## config.mk

```make
export PLATFORM = sky130hd
export DESIGN_NAME = cepr_regs
export DESIGN_NICKNAME = d
export VERILOG_FILES = /design/src/verilog/cepr_pkg.sv /design/src/verilog/cepr_regs.sv
export VERILOG_INCLUDE_DIRS = /design/src /design/src/verilog
export SDC_FILE = /design/constraint.sdc
export NUM_CORES = 1
export LEC_CHECK = 0
export ABC_AREA = 1
export BUFFER_PORTS_ARGS = -buffer_cell sky130_fd_sc_hd__buf_2
export CORE_ASPECT_RATIO = 1.75
export CORE_MARGIN = 1.5
export CORE_UTILIZATION = 46
export DETAILED_ROUTE_END_ITERATION = 6
export PLACE_DENSITY_LB_ADDON = 0.1
export SLEW_MARGIN = 20
export SYNTH_ARGS = -nofsm -noshare
export SYNTH_HDL_FRONTEND = slang
export SYNTH_SLANG_ARGS = --single-unit
```

## constraint.sdc

```tcl
create_clock -name clk -period 4.3 [get_ports clk]
set_clock_uncertainty 0.2 [all_clocks]
set_input_delay 0.645 -clock clk [delete_from_list [all_inputs] [get_ports clk]]
set_output_delay 0.645 -clock clk [all_outputs]
set_load 0.005 [all_outputs]
```

## src/verilog/cepr_consts.svh

```systemverilog
// Offsets, field positions, reset values and sizes of the echo peak bank.
// Assumes inclusion by bare name from the package and design files.
`ifndef CEPR_CONSTS_SVH
`define CEPR_CONSTS_SVH

// ----------------------------------------
// Register indices, byte address is 4 x index
// ----------------------------------------
`define CEPR_IDX_POS1   10'h190
`define CEPR_IDX_POS2   10'h191
`define CEPR_IDX_POS3   10'h192
`define CEPR_IDX_POS4   10'h193
`define CEPR_IDX_POS5   10'h194
`define CEPR_IDX_POS6   10'h195
`define CEPR_IDX_POS7   10'h196
`define CEPR_IDX_POS8   10'h197
`define CEPR_IDX_POS9   10'h198
`define CEPR_IDX_CTRL   10'h1F0
`define CEPR_IDX_STAT   10'h1F1

// ----------------------------------------
// Fields
// ----------------------------------------
`define CEPR_LO_LSB     0
`define CEPR_HI_LSB     8
`define CEPR_CTRL_HOLD  0
`define CEPR_STAT_PEND  0
`define CEPR_STAT_CNT   8

// ----------------------------------------
// Sizes and reset values
// ----------------------------------------
`define CEPR_NREG       9
`define CEPR_NPEAK      5
`define CEPR_NSLOT      18
`define CEPR_LOC_RST    8'h00
`define CEPR_CNT_RST    8'h00
`define CEPR_WORD_ZERO  32'h0000_0000

`endif

```

## src/verilog/cepr_pkg.sv

```systemverilog
// Types shared by the echo peak position bank.
// Assumes the constants header sits beside it.
package cepr_pkg;
  `include "cepr_consts.svh"

  typedef logic [7:0]  cepr_loc_t;
  typedef logic [4:0]  cepr_slot_t;
  typedef logic [1:0]  cepr_chan_t;
  typedef logic [2:0]  cepr_peak_t;
  typedef logic [31:0] cepr_word_t;
endpackage

```

## src/verilog/cepr_regs.sv

```systemverilog
// Echo peak position result bank behind a classic Wishbone slave.
// Assumes a diagnostic engine that writes peaks one at a time, then
// pulses a done strobe; all inputs are synchronous to clk.
//
// Contract
// [RQ1] Each 16-bit register holds two 8-bit positions, bits 15:8 and 7:0.
// [RQ2] Position fields are read-only, reset to zero, writes change nothing.
// [RQ3] Index 0x191 holds A peak 3 low, A peak 4 high.
// [RQ4] Index 0x192 holds A peak 5 low, B peak 1 high.
// [RQ5] Index 0x193 holds B peaks 2,3; 0x194 holds B peaks 4,5; lower low.
// [RQ6] Index 0x195 holds C peaks 1,2; 0x196 holds C peaks 3,4; lower low.
// [RQ7] Index 0x197 holds C5 low, D1 high; 0x198 holds D2 low, D3 high.
// [RQ8] Each position encodes cable distance from transceiver to reflection.
// [RQ9] Index 0x190 holds A peak 1 low, A peak 2 high.
// [RQ10] All positions update together when a diagnostic run completes.
//
// The Wishbone slave port was left to the implementer.
`timescale 1ns/100ps

`include "cepr_consts.svh"

module cepr_regs
  import cepr_pkg::*;
#(
  parameter int ADR_W = 12
) (
  input  wire logic            clk,
  input  wire logic            resetn,
  input  wire logic            wb_cyc_i,
  input  wire logic            wb_stb_i,
  input  wire logic            wb_we_i,
  input  wire logic [ADR_W-1:0] wb_adr_i,
  input  wire logic [3:0]      wb_sel_i,
  input  wire cepr_pkg::cepr_word_t wb_dat_i,
  output      cepr_pkg::cepr_word_t wb_dat_o,
  output      logic            wb_ack_o,
  input  wire logic            res_wr,
  input  wire cepr_pkg::cepr_chan_t res_chan,
  input  wire cepr_pkg::cepr_peak_t res_peak,
  input  wire cepr_pkg::cepr_loc_t  res_loc,
  input  wire logic            res_done
);
  import cepr_pkg::*;

  // ----------------------------------------
  // Elaboration checks
  // ----------------------------------------
  if (ADR_W < 12) begin : g_bad_adr
    $error("ADR_W must be at least 12");
  end

  // ----------------------------------------
  // Helpers
  // ----------------------------------------
  function automatic logic idx_is(input logic [ADR_W-3:0] a,
                                  input logic [9:0]       c);
    idx_is = (a == (ADR_W-2)'(c));
  endfunction

  function automatic cepr_slot_t slot_of(input cepr_chan_t ch,
                                         input cepr_peak_t pk);
    slot_of = 5'(ch * `CEPR_NPEAK + pk);
  endfunction

  function automatic logic idx_mapped(input logic [ADR_W-3:0] a);
    idx_mapped = 1'b0;
    for (int m = 0; m < `CEPR_NREG; m++) begin
      if (idx_is(a, 10'(`CEPR_IDX_POS1 + m))) begin
        idx_mapped = 1'b1;
      end
    end
    if (idx_is(a, `CEPR_IDX_CTRL) || idx_is(a, `CEPR_IDX_STAT)) begin
      idx_mapped = 1'b1;
    end
  endfunction

  // ----------------------------------------
  // State
  // ----------------------------------------
  cepr_loc_t  stage_q [`CEPR_NSLOT];
  cepr_loc_t  stage_d [`CEPR_NSLOT];
  cepr_loc_t  live_q  [`CEPR_NSLOT];
  cepr_loc_t  live_d  [`CEPR_NSLOT];
  logic       hold_q;
  logic       hold_d;
  logic       pend_q;
  logic       pend_d;
  logic [7:0] cnt_q;
  logic [7:0] cnt_d;
  logic       ack_d;
  cepr_word_t dat_d;

  logic             req;
  logic [ADR_W-3:0] idx;
  logic             upd;
  cepr_slot_t       wslot;
  logic             wslot_ok;
  logic             wr_take;
  logic [8*`CEPR_NSLOT-1:0] live_flat;
  logic [8*`CEPR_NSLOT-1:0] stage_flat;

  assign req      = wb_cyc_i & wb_stb_i & ~wb_ack_o;
  assign idx      = wb_adr_i[ADR_W-1:2];
  assign wslot    = slot_of(res_chan, res_peak);
  assign wslot_ok = (res_peak < 3'(`CEPR_NPEAK)) && (wslot < 5'(`CEPR_NSLOT));
  assign wr_take  = wb_cyc_i & wb_stb_i & wb_ack_o & wb_we_i;

  // ----------------------------------------
  // Result capture and commit
  // ----------------------------------------
  // Engine fills a hidden copy; software sees whole runs unless hold ends while a run is being written.
  always_comb begin
    stage_d = stage_q;
    live_d  = live_q;
    pend_d  = pend_q;
    cnt_d   = cnt_q;
    upd     = 1'b0;
    if (res_wr && wslot_ok) begin
      stage_d[wslot] = res_loc; // RQ8
    end
    if (res_done) begin
      pend_d = 1'b1;
    end
    // Hold defers the copy, a done seen during hold is kept, not lost.
    if (pend_d && !hold_q) begin
      upd    = 1'b1;
      pend_d = 1'b0;
      live_d = stage_d; // RQ10
      cnt_d  = cnt_q + 8'h01;
    end
  end

  always_ff @(posedge clk or negedge resetn) begin
    if (!resetn) begin
      for (int i = 0; i < `CEPR_NSLOT; i++) begin
        stage_q[i] <= `CEPR_LOC_RST;
        live_q[i]  <= `CEPR_LOC_RST; // RQ2
      end
      pend_q <= 1'b0;
      cnt_q  <= `CEPR_CNT_RST;
    end else begin
      stage_q <= stage_d;
      live_q  <= live_d;
      pend_q  <= pend_d;
      cnt_q   <= cnt_d;
    end
  end

  // ----------------------------------------
  // Wishbone slave
  // ----------------------------------------
  // One wait-state answer: ack one edge after the request is seen.
  always_comb begin
    ack_d  = req;
    dat_d  = `CEPR_WORD_ZERO;
    hold_d = hold_q;
    // A write lands at the edge where the master sees ack, not one earlier.
    if (wr_take) begin
      // Writes to the position registers fall through untouched.
      if (idx_is(idx, `CEPR_IDX_CTRL) && wb_sel_i[0]) begin // RQ2
        hold_d = wb_dat_i[`CEPR_CTRL_HOLD];
      end
    end
    if (req && !wb_we_i) begin
      for (int k = 0; k < `CEPR_NREG; k++) begin
        if (idx_is(idx, 10'(`CEPR_IDX_POS1 + k))) begin
          dat_d[`CEPR_LO_LSB +: 8] = live_q[2*k];   // RQ1 RQ3 RQ4 RQ5
          dat_d[`CEPR_HI_LSB +: 8] = live_q[2*k+1]; // RQ6 RQ7 RQ9
        end
      end
      if (idx_is(idx, `CEPR_IDX_CTRL)) begin
        dat_d[`CEPR_CTRL_HOLD] = hold_q;
      end
      if (idx_is(idx, `CEPR_IDX_STAT)) begin
        dat_d[`CEPR_STAT_PEND]     = pend_q;
        dat_d[`CEPR_STAT_CNT +: 8] = cnt_q;
      end
    end
  end

  always_ff @(posedge clk or negedge resetn) begin
    if (!resetn) begin
      wb_ack_o <= 1'b0;
      wb_dat_o <= `CEPR_WORD_ZERO;
      hold_q   <= 1'b0;
    end else begin
      wb_ack_o <= ack_d;
      wb_dat_o <= dat_d;
      hold_q   <= hold_d;
    end
  end

  logic rd;
  assign rd = req & ~wb_we_i;

  // Packed copies, since array compares in properties are poorly supported
  always_comb begin
    live_flat  = '0;
    stage_flat = '0;
    for (int j = 0; j < `CEPR_NSLOT; j++) begin
      live_flat[8*j +: 8]  = live_q[j];
      stage_flat[8*j +: 8] = stage_d[j];
    end
  end
endmodule
```

Word level (Yosys, flattened, before mapping)
Cells that the tools add are included. Widths: inputs -> output; s select.

$mul: 1. Reductions and logical operators: 9. $lt $le $gt $ge: 4. Add/subtract/negate cells: 2. Muxes and demuxes: 19. Eq/ne operators: 11. Bitwise operators: 6.

Operator list (number): $mux 16 (10); $bwmux 144 (1); $mux 144 (1); $eq 10x9->1 const B (11); $demux 8 s5 (1); $mux 8 (2); $add 8x1->8 const B (1); $ge 6x6->1 const B (1); $logic_and 1x1->1 (6); $lt 6x1->1 const B (1); $not 5->6 (1); $add 5x3->5 (1); $lt 5x5->1 const B (1); $mul 2x3->5 const B (1); $and 1x1->1 (4); $mux 1 (4); $lt 3x3->1 const B (1); $logic_not 1->1 (2); $reduce_and 2->1 (1); $not 1->1 (1).

Input bits: 68. Word-level logic and storage cells: 93. Bits in registers: 315.

Depth between registers and ports, before layout
Gate-level depths: netlist (run 1).

Word-level depth: 13. Mapped depth: 16.

Least setup slack after synthesis (run 1)
Ideal clock, no wire load.

Path kind: input-to-reg. Start point: in res_chan[1]. End point: reg live_q, in the netlist live_flat[119]. Required time: 3.966 ns. Data arrival time: 2.750 ns. Slack: 1.216 ns. Buffers on the path: 1. Stages on the path: 13. Setup time: 0.134 ns. Cells stage by stage: ha_1 > ha_1 > inv_1 > fa_1 > xnor2_2 > inv_1 > nor2_1 > nand3_2 > buf_2 > nand2_1 > o21ai_2 > nand2_1 > o21ai_0.

RTL lines: from (decl) (RTL line cepr_regs.sv:38) `input wire cepr_pkg::cepr_chan_t res_chan,`; to (signal, indexed assignment) (RTL line cepr_regs.sv:137) `` live_q[i] <= `CEPR_LOC_RST; ``; to (signal assigned) (RTL line cepr_regs.sv:143) `live_q <= live_d;`; to (decl) (RTL line cepr_regs.sv:82) `` cepr_loc_t live_q [`CEPR_NSLOT]; ``.

Final worst setup path (run 1)
Start point: in res_chan[1]. End point: reg live_q, in the netlist live_flat[95].

Cells in the longest elaborated chain, start to end: 9. Elaborated cells on any way between the ends: 13.

RTL lines: $mul 2x3->5 (no source line) (*); $add 5x3->5 (*) (RTL line cepr_regs.sv:62) `` slot_of = 5'(ch * `CEPR_NPEAK + pk); ``; $not 5->6 (not written as such) (RTL line cepr_regs.sv:119) `stage_d[wslot] = res_loc;`; $ge 6x6->1 (not written as such) or $lt 6x1->1 (tied branches) (RTL line cepr_regs.sv:119); $logic_and 1x1->1 (not written as such) (RTL line cepr_regs.sv:119); $mux 8 (not written as such) (RTL line cepr_regs.sv:119); $demux 8 s5 (RTL line cepr_regs.sv:119); $bwmux 144 (RTL line cepr_regs.sv:119); $mux 144 (*) (RTL line cepr_regs.sv:118) `if (res_wr && wslot_ok) begin`.

Mark *: on every way between the ends. The rest lies on a longest branch, timed or not. A chain may end at the register's enable or synchronous reset.

==> flow_metrics.tcl, run 1 <==
set metrics [dict create \
    syn_area_per_cell_um2 8.807 \
    worst_pin_slew_ps 995.9 \
    violations "negative hold slack" \
    max_cap_violations 0 \
    cts_tree "yes" \
    hp-class "in2async" \
    cts.sinks 315 \
    netlist_area_um2 13510 \
    synth.distinct_cells 40 \
    drt_pass1_iterations 5 \
    antenna_cells 0 \
    dieHeight_um 229.7 \
    syn-instance-count 1534 \
    initial_core_util_pct 47.03 \
    tns_ps 0 \
    fillers 2723 \
    place_hpwl_mm 23.76 \
    internal_power_mw 5.324 \
    ys_seq_area_share_pct 58.35 \
    final_layout_size_suffix_gt1_share_pct 10.94 \
    clk_path_buf_depth 3 \
    grt_pass1_wl_mm 58.98 \
    worstPathMaxFanout 9 \
    portBuffers 48 \
    htree_levels 1 \
    dieArea_um2 30450 \
    holdBufCountCts 0 \
    syn_to_final_growth_pct 12.04 \
    clkPwrFrac_pct 36.4 \
    relSlewSlack_pct 33.41 \
    num_vias 10379 \
    synth.ff_latch_count 315 \
    startpoint_type "input pin" \
    grt_pass1_vias 10377 \
    switching_share_pct 26.56 \
    whs_ps -14.58 \
    grt_use_total_pct 25.31 \
    finalCritPeriodShare_pct 71.57 \
    power_density_nw_per_um2 479.0 \
    core_region_area_um2 28730 \
    die_x_um 132.5 \
    post-route-drc-count 0 \
    route.detailed.wl_per_inst_um 18.98 \
    nNetsFinal 1647 \
    gr-total-overflow 0 \
    min_period_ps 3078 \
    core.rowCount 82 \
    cp-end-kind "flip-flop" \
    cp_data_arrival_time_ps 3360 \
    grt_max_degree 118 \
    fmax_mhz 324.9 \
    clkTransAtPathRegs_ps 60 \
    required_ps 4580 \
    gp_congestion 0.8279 \
    setup_viol 0 \
    cts_made_buffers 30 \
    leakage_nw 7.392 \
    post_cts_buffers 0 \
    hold_viol 11 \
    worstSetupPathType "in2reg" \
    antenna_found_initial 0 \
    switchingPower_mw 1.925 \
    cts.repair.resized 0 \
    clock_latency_ps 570 \
    cts-root-buf "clkbuf_16" \
    ios 101 \
    irDropWorstVdd_mv 0.3327 \
    rsz0062_at_grt "no" \
    combPwrFrac_pct 13.3 \
    slew_violations 0 \
    ant_nets 0 \
    routed_wl_mm 37.36 \
    routed_via_density 5.271 \
    status "finished with violations" \
    seq_power_share_pct 50.2 \
    drt_iter0_markers 705 \
    ys_warn_count 0 \
]
==> cells by family (layout without fill, tap and decap cells) <==
logic type	after synthesis	in the layout	share of synthesized area [%]
AO/OA/AOI/OAI	315	315	12.92
other	1	16	0.02776
buffers and inverters	187	229	5.844
adder cells (fa/ha/maj)	8	8	0.7965
AND/OR/NAND/NOR	700	700	21.49
XOR/XNOR	8	8	0.5743
flip-flops	315	315	58.35
==> cell usage in the layout (no fill, tap or decap), types with 12 or more instances in the layout <==
master	synthesis	layout
dfrtp_1	315	315
o21ai_0	144	144
nor2_1	129	128
nand4_1	15	15
nand3_1	45	45
clkbuf_16	0	31
o21ai_1	64	64
nor3_1	12	12
nand2_1	470	470
a31oi_1	63	63
inv_1	95	95
buf_4	17	22
conb_1	1	16
o21ai_2	18	18
a21oi_1	17	16
buf_2	10	47
==> layer usage <==
metal  vias to the layer above  routed length (µm)  global-route usage (%)
met3                        86                1283                   2.227
met4                         0                1970                   12.74
met2                       239               19190                   44.88
li1                       5028                   -                       -
met1                      5026               14920                   30.77
met5                         -                   0                       0
==> cell type report <==
type / instances / area (µm²) / share of cell area, %
flip-flops and latches: 315 / 7883 / 52.08
clock inverters: 7 / 63.81 / 0.4216
clock buffers: 45 / 908.4 / 6.001
inverters: 102 / 385.4 / 2.546
multi-input cells: 1047 / 4907 / 32.42
repair buffers: 75 / 515.5 / 3.406
well taps: 378 / 473.0 / 3.125
==> stage by stage <==
stage          power, mW  instances  instance area, µm²  setup slack, ps  util, %
3_5_place_dp       4.663       1917               14160            605.5    49.30
5_1_grt            7.627       1969               15140             1007    52.69
2_1_floorplan      4.361       1549               13570             1216        -
6_report           7.250       1969               15140             1222    52.69
3_3_place_gp       4.610       1917               14160            665.2    49.30
4_1_cts            7.303       1969               15140             1191    52.69
==> path summary, 6_finish.rpt <==
kind                               from             end  slack [ps]  cells after the start
max in group asynchronous        resetn   live_flat[65]        3080                      2
setup / recovery            res_chan[1]   live_flat[95]        1220                     13
min in group clk            wb_dat_i[0]          hold_q         110                      3
hold reg to reg            stage_q[109]    stage_q[109]         270                      2
hold / removal                   resetn   live_flat[43]         -10                      1
setup reg to reg                 pend_q  live_flat[135]        2180                      6
==> power groups by stage <==
stage / Combinational, mW / Clock (mW) / Sequential (mW)
5_1_grt: 1.13 / 2.81 / 3.69
4_1_cts: 0.974 / 2.69 / 3.64
3_5_place_dp: 0.970 / 0 / 3.69
6_report: 0.968 / 2.64 / 3.64
3_3_place_gp: 0.935 / 0 / 3.67
2_1_floorplan: 0.710 / 0 / 3.65
==> cell usage after synthesis <==
cell type	number	share of area [%]
a31oi_1	63	2.9
fa_1	1	0.15
o2111ai_1	1	0.065
buf_4	17	0.94
nand4_4	1	0.16
nand2_1	470	13
nor3_1	12	0.44
o21ai_2	18	1.2
nor2_1	129	3.6
and2_1	1	0.046
dfrtp_1	315	58
a21oi_1	17	0.63
nor2_4	11	0.92
or2_2	1	0.046
inv_2	4	0.11
xor2_1	5	0.32
nand3_2	3	0.22
clkbuf_1	47	1.3
ha_1	7	0.65
inv_1	95	2.6
o22ai_1	1	0.046
clkinv_1	2	0.056
o21ai_0	144	5.3
nand2_4	1	0.083
nor3b_1	1	0.056
o21ai_1	64	2.4
clkbuf_2	1	0.037
buf_1	9	0.25
conb_1	1	0.028
nor4_2	1	0.093
nand2_2	8	0.37
inv_4	1	0.046
o211ai_1	7	0.39
nor2_2	1	0.046
nand4_1	15	0.69
buf_6	1	0.083
xnor2_2	1	0.12
nand3_1	45	1.7
buf_2	10	0.37
xnor2_1	2	0.13
==> registers in the layout (all words and copies together) (netlist names) <==
register	count
cnt_q	8
hold_q	1
live_flat	144
wb_ack_o	1
pend_q	1
wb_dat_o	16
stage_q	144
==> critical path: stages <==
cell,delay [ps]
buf_2,110
ha_1,270
ha_1,170
inv_1,60
fa_1,520
inv_1,90
nor2_4,130
nand2_1,70
nand2_2,100
nand4_4,180
nor2_1,630
nand2_1,160
a31oi_1,220
Power figures use the tool's default switching activity.
==> inputs of run 2 (changes only) <==
clock period = 3 ns   (was 4.3 ns; I/O delays follow)
==> run 2 against run 1 <==
  * The flow now finishes without violations
  * Clock power is 43% higher
  * Global-route usage is 0.73 points higher
  * Non-clock buffer count is 68 higher
  * Setup slack worse by 840 ps
==> flow_metrics.tcl, run 2 (synthesized netlist as in run 1, its figures left out) <==
set metrics [dict create \
    route.detailed.wl_per_inst_um 18.70 \
    postLayoutCellArea_um2 15840 \
    startpoint_type "input pin" \
    ant_nets 0 \
    placed_cell_area_um2 14820 \
    clk_path_buf_depth 3 \
    place_hpwl_mm 25.07 \
    hold_viol 0 \
    gp_congestion 0.8131 \
    regToRegEndpoint "live_flat[16]" \
    irDropWorstVdd_mv 0.4636 \
    post_cts_buffers 0 \
    finalCritPeriodShare_pct 87.27 \
    final_layout_size_suffix_gt1_share_pct 14.29 \
    syn_to_final_growth_pct 17.25 \
    post-route-drc-count 0 \
    core.rowCount 82 \
    rsz0062_at_grt "no" \
    slew_violations 0 \
    min_period_ps 2618 \
    hold_depth 6 \
    antenna_cells 0 \
    grt_pass1_vias 10651 \
    setup_ws_ps 381.9 \
    max_cap_violations 0 \
    pre_cts_slack_ps -200.8 \
    power_density_nw_per_um2 665.4 \
    routed_via_density 5.197 \
    min_from "wb_sel_i[0]" \
    required_ps 3280 \
    die_x_um 132.5 \
    mostFrequentLayoutCells "nand2_1, dfrtp_1, o21ai_0" \
    finalCoreUtilization_pct 55.14 \
    drt_pass1_iterations 6 \
    dieHeight_um 229.7 \
    routed_wl_mm 38.09 \
    nNetsFinal 1714 \
    portBuffers 48 \
    worst_pin_slew_ps 724.3 \
    cp-end-kind "flip-flop" \
    core_region_area_um2 28730 \
    cts_tree "yes" \
    clkTransAtPathRegs_ps 70 \
    drt_iter0_markers 712 \
    grt_use_total_pct 26.04 \
    clock_latency_ps 570 \
    initial_core_util_pct 47.03 \
    leakage_nw 7.799 \
    worstPathMaxFanout 18 \
    reg2reg_slack_ps 1130 \
    hp-class "in2reg" \
    fillers 2694 \
    layout_commonest_cell "nand2_1" \
    cts_made_buffers 29 \
    cts-root-buf "clkbuf_16" \
    relSlewSlack_pct 51.66 \
    fmax_mhz 382.0 \
    cts.repair.resized 0 \
    ios 101 \
    setup_viol 0 \
    grt_pass1_wl_mm 60.51 \
    gr-total-overflow 0 \
    cp_data_arrival_time_ps 2900 \
    status "finished clean" \
    antenna_found_initial 0 \
    grt_max_degree 106 \
    reg2regPathDepth 6 \
    worstSetupPathType "in2reg" \
    cts.sinks 315 \
    holdBufCountCts 5 \
    num_vias 10587 \
    r2r_start "pend_q" \
    htree_levels 1 \
    power_mw 10.54 \
    dieArea_um2 30450 \
    worstHoldEndpoint "hold_q" \
]
-- run 2: cell types whose count changed in the layout (fill, tap and decap cells not counted), sizes merged --
cell,delta
buf,+63
bufinv,+1
clkbuf,-2
clkinv,+1
dlygate4sd3,+5
-- run 2: area by class of cell --
type,count,area [µm²],area share [%]
well taps,378,473.0,2.986
clock inverters,9,98.84,0.6241
inverters,102,385.4,2.433
multi-input cells,1047,4905,30.97
clock buffers,43,868.3,5.482
flip-flops and latches,315,7883,49.77
repair buffers,143,1226,7.742
-- run 2: worst max-delay path, cell delays in order --
cell     delay (ps)
buf_2           110
ha_1            270
ha_1            170
inv_1            60
fa_1            530
inv_1           100
nor2_4          110
nand2_1          60
nand2_2          80
buf_4           120
nand4_4          70
buf_4           230
nor2_1          140
buf_4           150
nand2_1          60
a31oi_1         180
-- run 2: worst max-delay path by stage --
stage	slack (ps)	start	endpoint	cells after the start
3_3_place_gp	-160	res_chan[1]	live_flat[30]	16
6_report	380	res_chan[1]	live_flat[31]	16
5_1_grt	190	res_chan[1]	live_flat[9]	15
2_1_floorplan	110	res_chan[1]	live_flat[119]	13
3_5_place_dp	-200	res_chan[1]	live_flat[12]	15
4_1_cts	390	res_chan[1]	live_flat[24]	16
-- run 2: layer usage --
metal  up-vias  routed length (µm)  global-route usage (%)
met1      5139               15140                   30.96
met4         0                1799                   12.33
met3        84                1102                   2.734
met5         -                   0                       0
li1       5179                   -                       -
met2       185               20050                   46.99
-- run 2: where the power goes --
group	switching, mW	internal, mW	total, mW	leakage (nW)
Combinational	0.983	0.557	1.54	3.06
Sequential	0.199	5.03	5.23	4.25
Clock	1.61	2.16	3.77	0.484
-- run 2: through the flow --
stage	TNS (ps)	hold slack, ps	std cells
6_report	0	109.2	2037
2_1_floorplan	0	-45.59	1549
4_1_cts	0	69.84	2037
3_5_place_dp	-20900	256.1	1980
5_1_grt	0	138.8	2037
3_3_place_gp	-14840	251.2	1980
==> inputs of run 3 (changes only) <==
--- a/config.mk
+++ b/config.mk
@@ -9,3 +9,2 @@
 export ABC_AREA = 1
-export BUFFER_PORTS_ARGS = -buffer_cell sky130_fd_sc_hd__buf_2
 export CORE_ASPECT_RATIO = 1.75
@@ -14,2 +13,3 @@
 export DETAILED_ROUTE_END_ITERATION = 6
+export DONT_BUFFER_PORTS = 1
 export PLACE_DENSITY_LB_ADDON = 0.1
==> constraint.sdc (replaced) <==
create_clock -name clk -period 3 [get_ports clk]
set_clock_uncertainty 0.2 [all_clocks]
set_input_delay 0.6 -clock clk [delete_from_list [all_inputs] [get_ports clk]]
set_output_delay 0.6 -clock clk [all_outputs]
set_load 0.005 [all_outputs]
==> run 3 against run 2 <==
  * The run now ends with negative hold slack left
  * Design area is 2.8% lower
  * Sequential share of layout area rose by 1.4 points
  * Routed wire length up 1.7%
  * Clock power rose by 2%
  * Non-clock buffer count shrank 70
  * Fmax shrank 2.2%
  * Utilization fell by 1.6 points
  * Final cell count fell by 3.1%
  * Die area did not move
  * Critical endpoint is now live_flat[1]
  * Largest cell class unchanged
==> flow_metrics.tcl, run 3 (synthesized netlist as in run 1, its figures left out) <==
set metrics [dict create \
    status "finished with violations" \
    violations "negative hold slack" \
    cts.sinks 315 \
    regToRegEndpoint "cnt_q[6]" \
    finalCritPeriodShare_pct 89.21 \
    pre_cts_slack_ps -231.5 \
    placed_cell_area_um2 14280 \
    finalCoreUtilization_pct 53.58 \
    slew_violations 0 \
    postLayoutCellArea_um2 15390 \
    post-route-drc-count 0 \
    dieArea_um2 30450 \
    clk_path_buf_depth 3 \
    irDropWorstVdd_mv 0.4655 \
    multi_input_area_um2 4907 \
    mostFrequentLayoutCells "nand2_1, dfrtp_1, o21ai_0" \
    rsz0062_at_grt "no" \
    cp_data_arrival_time_ps 2960 \
    hp-class "in2async" \
    fin_cells 1973 \
    worstSetupPathType "in2reg" \
    place_hpwl_mm 23.67 \
    ios 101 \
    fmax_mhz 373.6 \
    dieHeight_um 229.7 \
    routed_via_density 5.319 \
    clkTransAtPathRegs_ps 60 \
    reg2regPathDepth 6 \
    routed_wl_mm 38.74 \
    antenna_found_initial 2 \
    setup_ws_ps 323.7 \
    worst_pin_slew_ps 1030 \
    grt_pass1_vias 10483 \
    reg2reg_slack_ps 1050 \
    dp_cells 1904 \
    core.rowCount 82 \
    drt_pass1_iterations 7 \
    fillers 2734 \
    num_vias 10495 \
    grt_use_total_pct 26.20 \
    grt_pass1_wl_mm 60.80 \
    gr-total-overflow 0 \
    syn_to_final_growth_pct 13.94 \
    nNetsFinal 1645 \
    cp-end-kind "flip-flop" \
    ff_latch_area_um2 7883 \
    cts_tree "yes" \
    power_density_nw_per_um2 680.6 \
    min_period_ps 2676 \
    core_region_area_um2 28730 \
    startpoint_type "input pin" \
    clock_latency_ps 580 \
    power_mw 10.48 \
    setup_viol 0 \
    whs_ps -469.2 \
    route.detailed.wl_per_inst_um 19.64 \
    final_layout_size_suffix_gt1_share_pct 10.25 \
    worstPathMaxFanout 17 \
    r2r_start "hold_q" \
    required_ps 3280 \
    max_cap_violations 0 \
    portBuffers 0 \
    hold_viol 315 \
    ant_nets 0 \
    cts-root-buf "clkbuf_16" \
    relSlewSlack_pct 31.10 \
    post_cts_buffers 0 \
    grt_max_degree 316 \
    leakage_nw 7.449 \
    gp_congestion 0.8288 \
    htree_levels 1 \
    die_x_um 132.5 \
    tns_ps 0 \
    holdBufCountCts 11 \
    drt_iter0_markers 753 \
    initial_core_util_pct 47.03 \
    cts_made_buffers 30 \
    layout_commonest_cell "nand2_1" \
]
[run 3: changes by cell type in the layout (fill, tap and decap cells not counted), sizes merged]
cell | before | now
buf | 138 | 62
dlygate4sd3 | 5 | 11
diode | 0 | 5
clkbuf | 43 | 42
clkinv | 8 | 9
clkinvlp | 0 | 1
[run 3: report_power, final]
group / switching (mW) / total, mW / internal (mW)
sequential: 0.193 / 5.22 / 5.03
combinational: 0.880 / 1.41 / 0.528
clock: 1.67 / 3.85 / 2.18
[run 3: repair_timing]
action,4_1_cts,5_1_grt
setup endpoints to repair,0,0
gates resized for setup,0,0
endpoints found under the hold margin,432,315
[run 3: area by class of cell]
class	instances	area share [%]
sequential	315	51.21
multi-input combinational	1047	31.88
tap	378	3.073
timing repair buffer	73	4.796
clock buffer	42	5.625
antenna	5	0.08129
inverter	102	2.520
clock inverter	11	0.8129
[run 3: how the worst max path moves through the flow]
stage	start	depth (start not counted)	to	slack, ps
6_report	res_chan[1]	16	live_flat[1]	320
5_1_grt	res_chan[1]	15	live_flat[31]	180
2_1_floorplan	res_chan[1]	14	live_flat[72]	-10
3_3_place_gp	res_chan[1]	16	live_flat[76]	-160
4_1_cts	res_chan[1]	16	live_flat[1]	330
3_5_place_dp	res_chan[1]	16	live_flat[76]	-230
[run 3: per-layer routing]
| layer | vias up | part of all wire (%) | global-route usage [%] |
|---|---|---|---|
| met3 | 76 | 3.2 | 2.359 |
| met5 | - | 0 | 0 |
| li1 | 5040 | - | - |
| met1 | 5153 | 39 | 31.61 |
| met4 | 0 | 4.4 | 12.95 |
| met2 | 226 | 53 | 46.79 |
[run 3: worst max-delay path: stages]
cell	delay, ps
ha_1	270
ha_1	190
inv_1	70
fa_1	500
inv_1	80
nor2_4	110
nand2_1	60
nand2_2	80
nand2_4	80
nor2_4	150
inv_4	150
nor2_4	260
nand2_1	80
nand2_1	120
nand2_1	50
o21ai_0	90
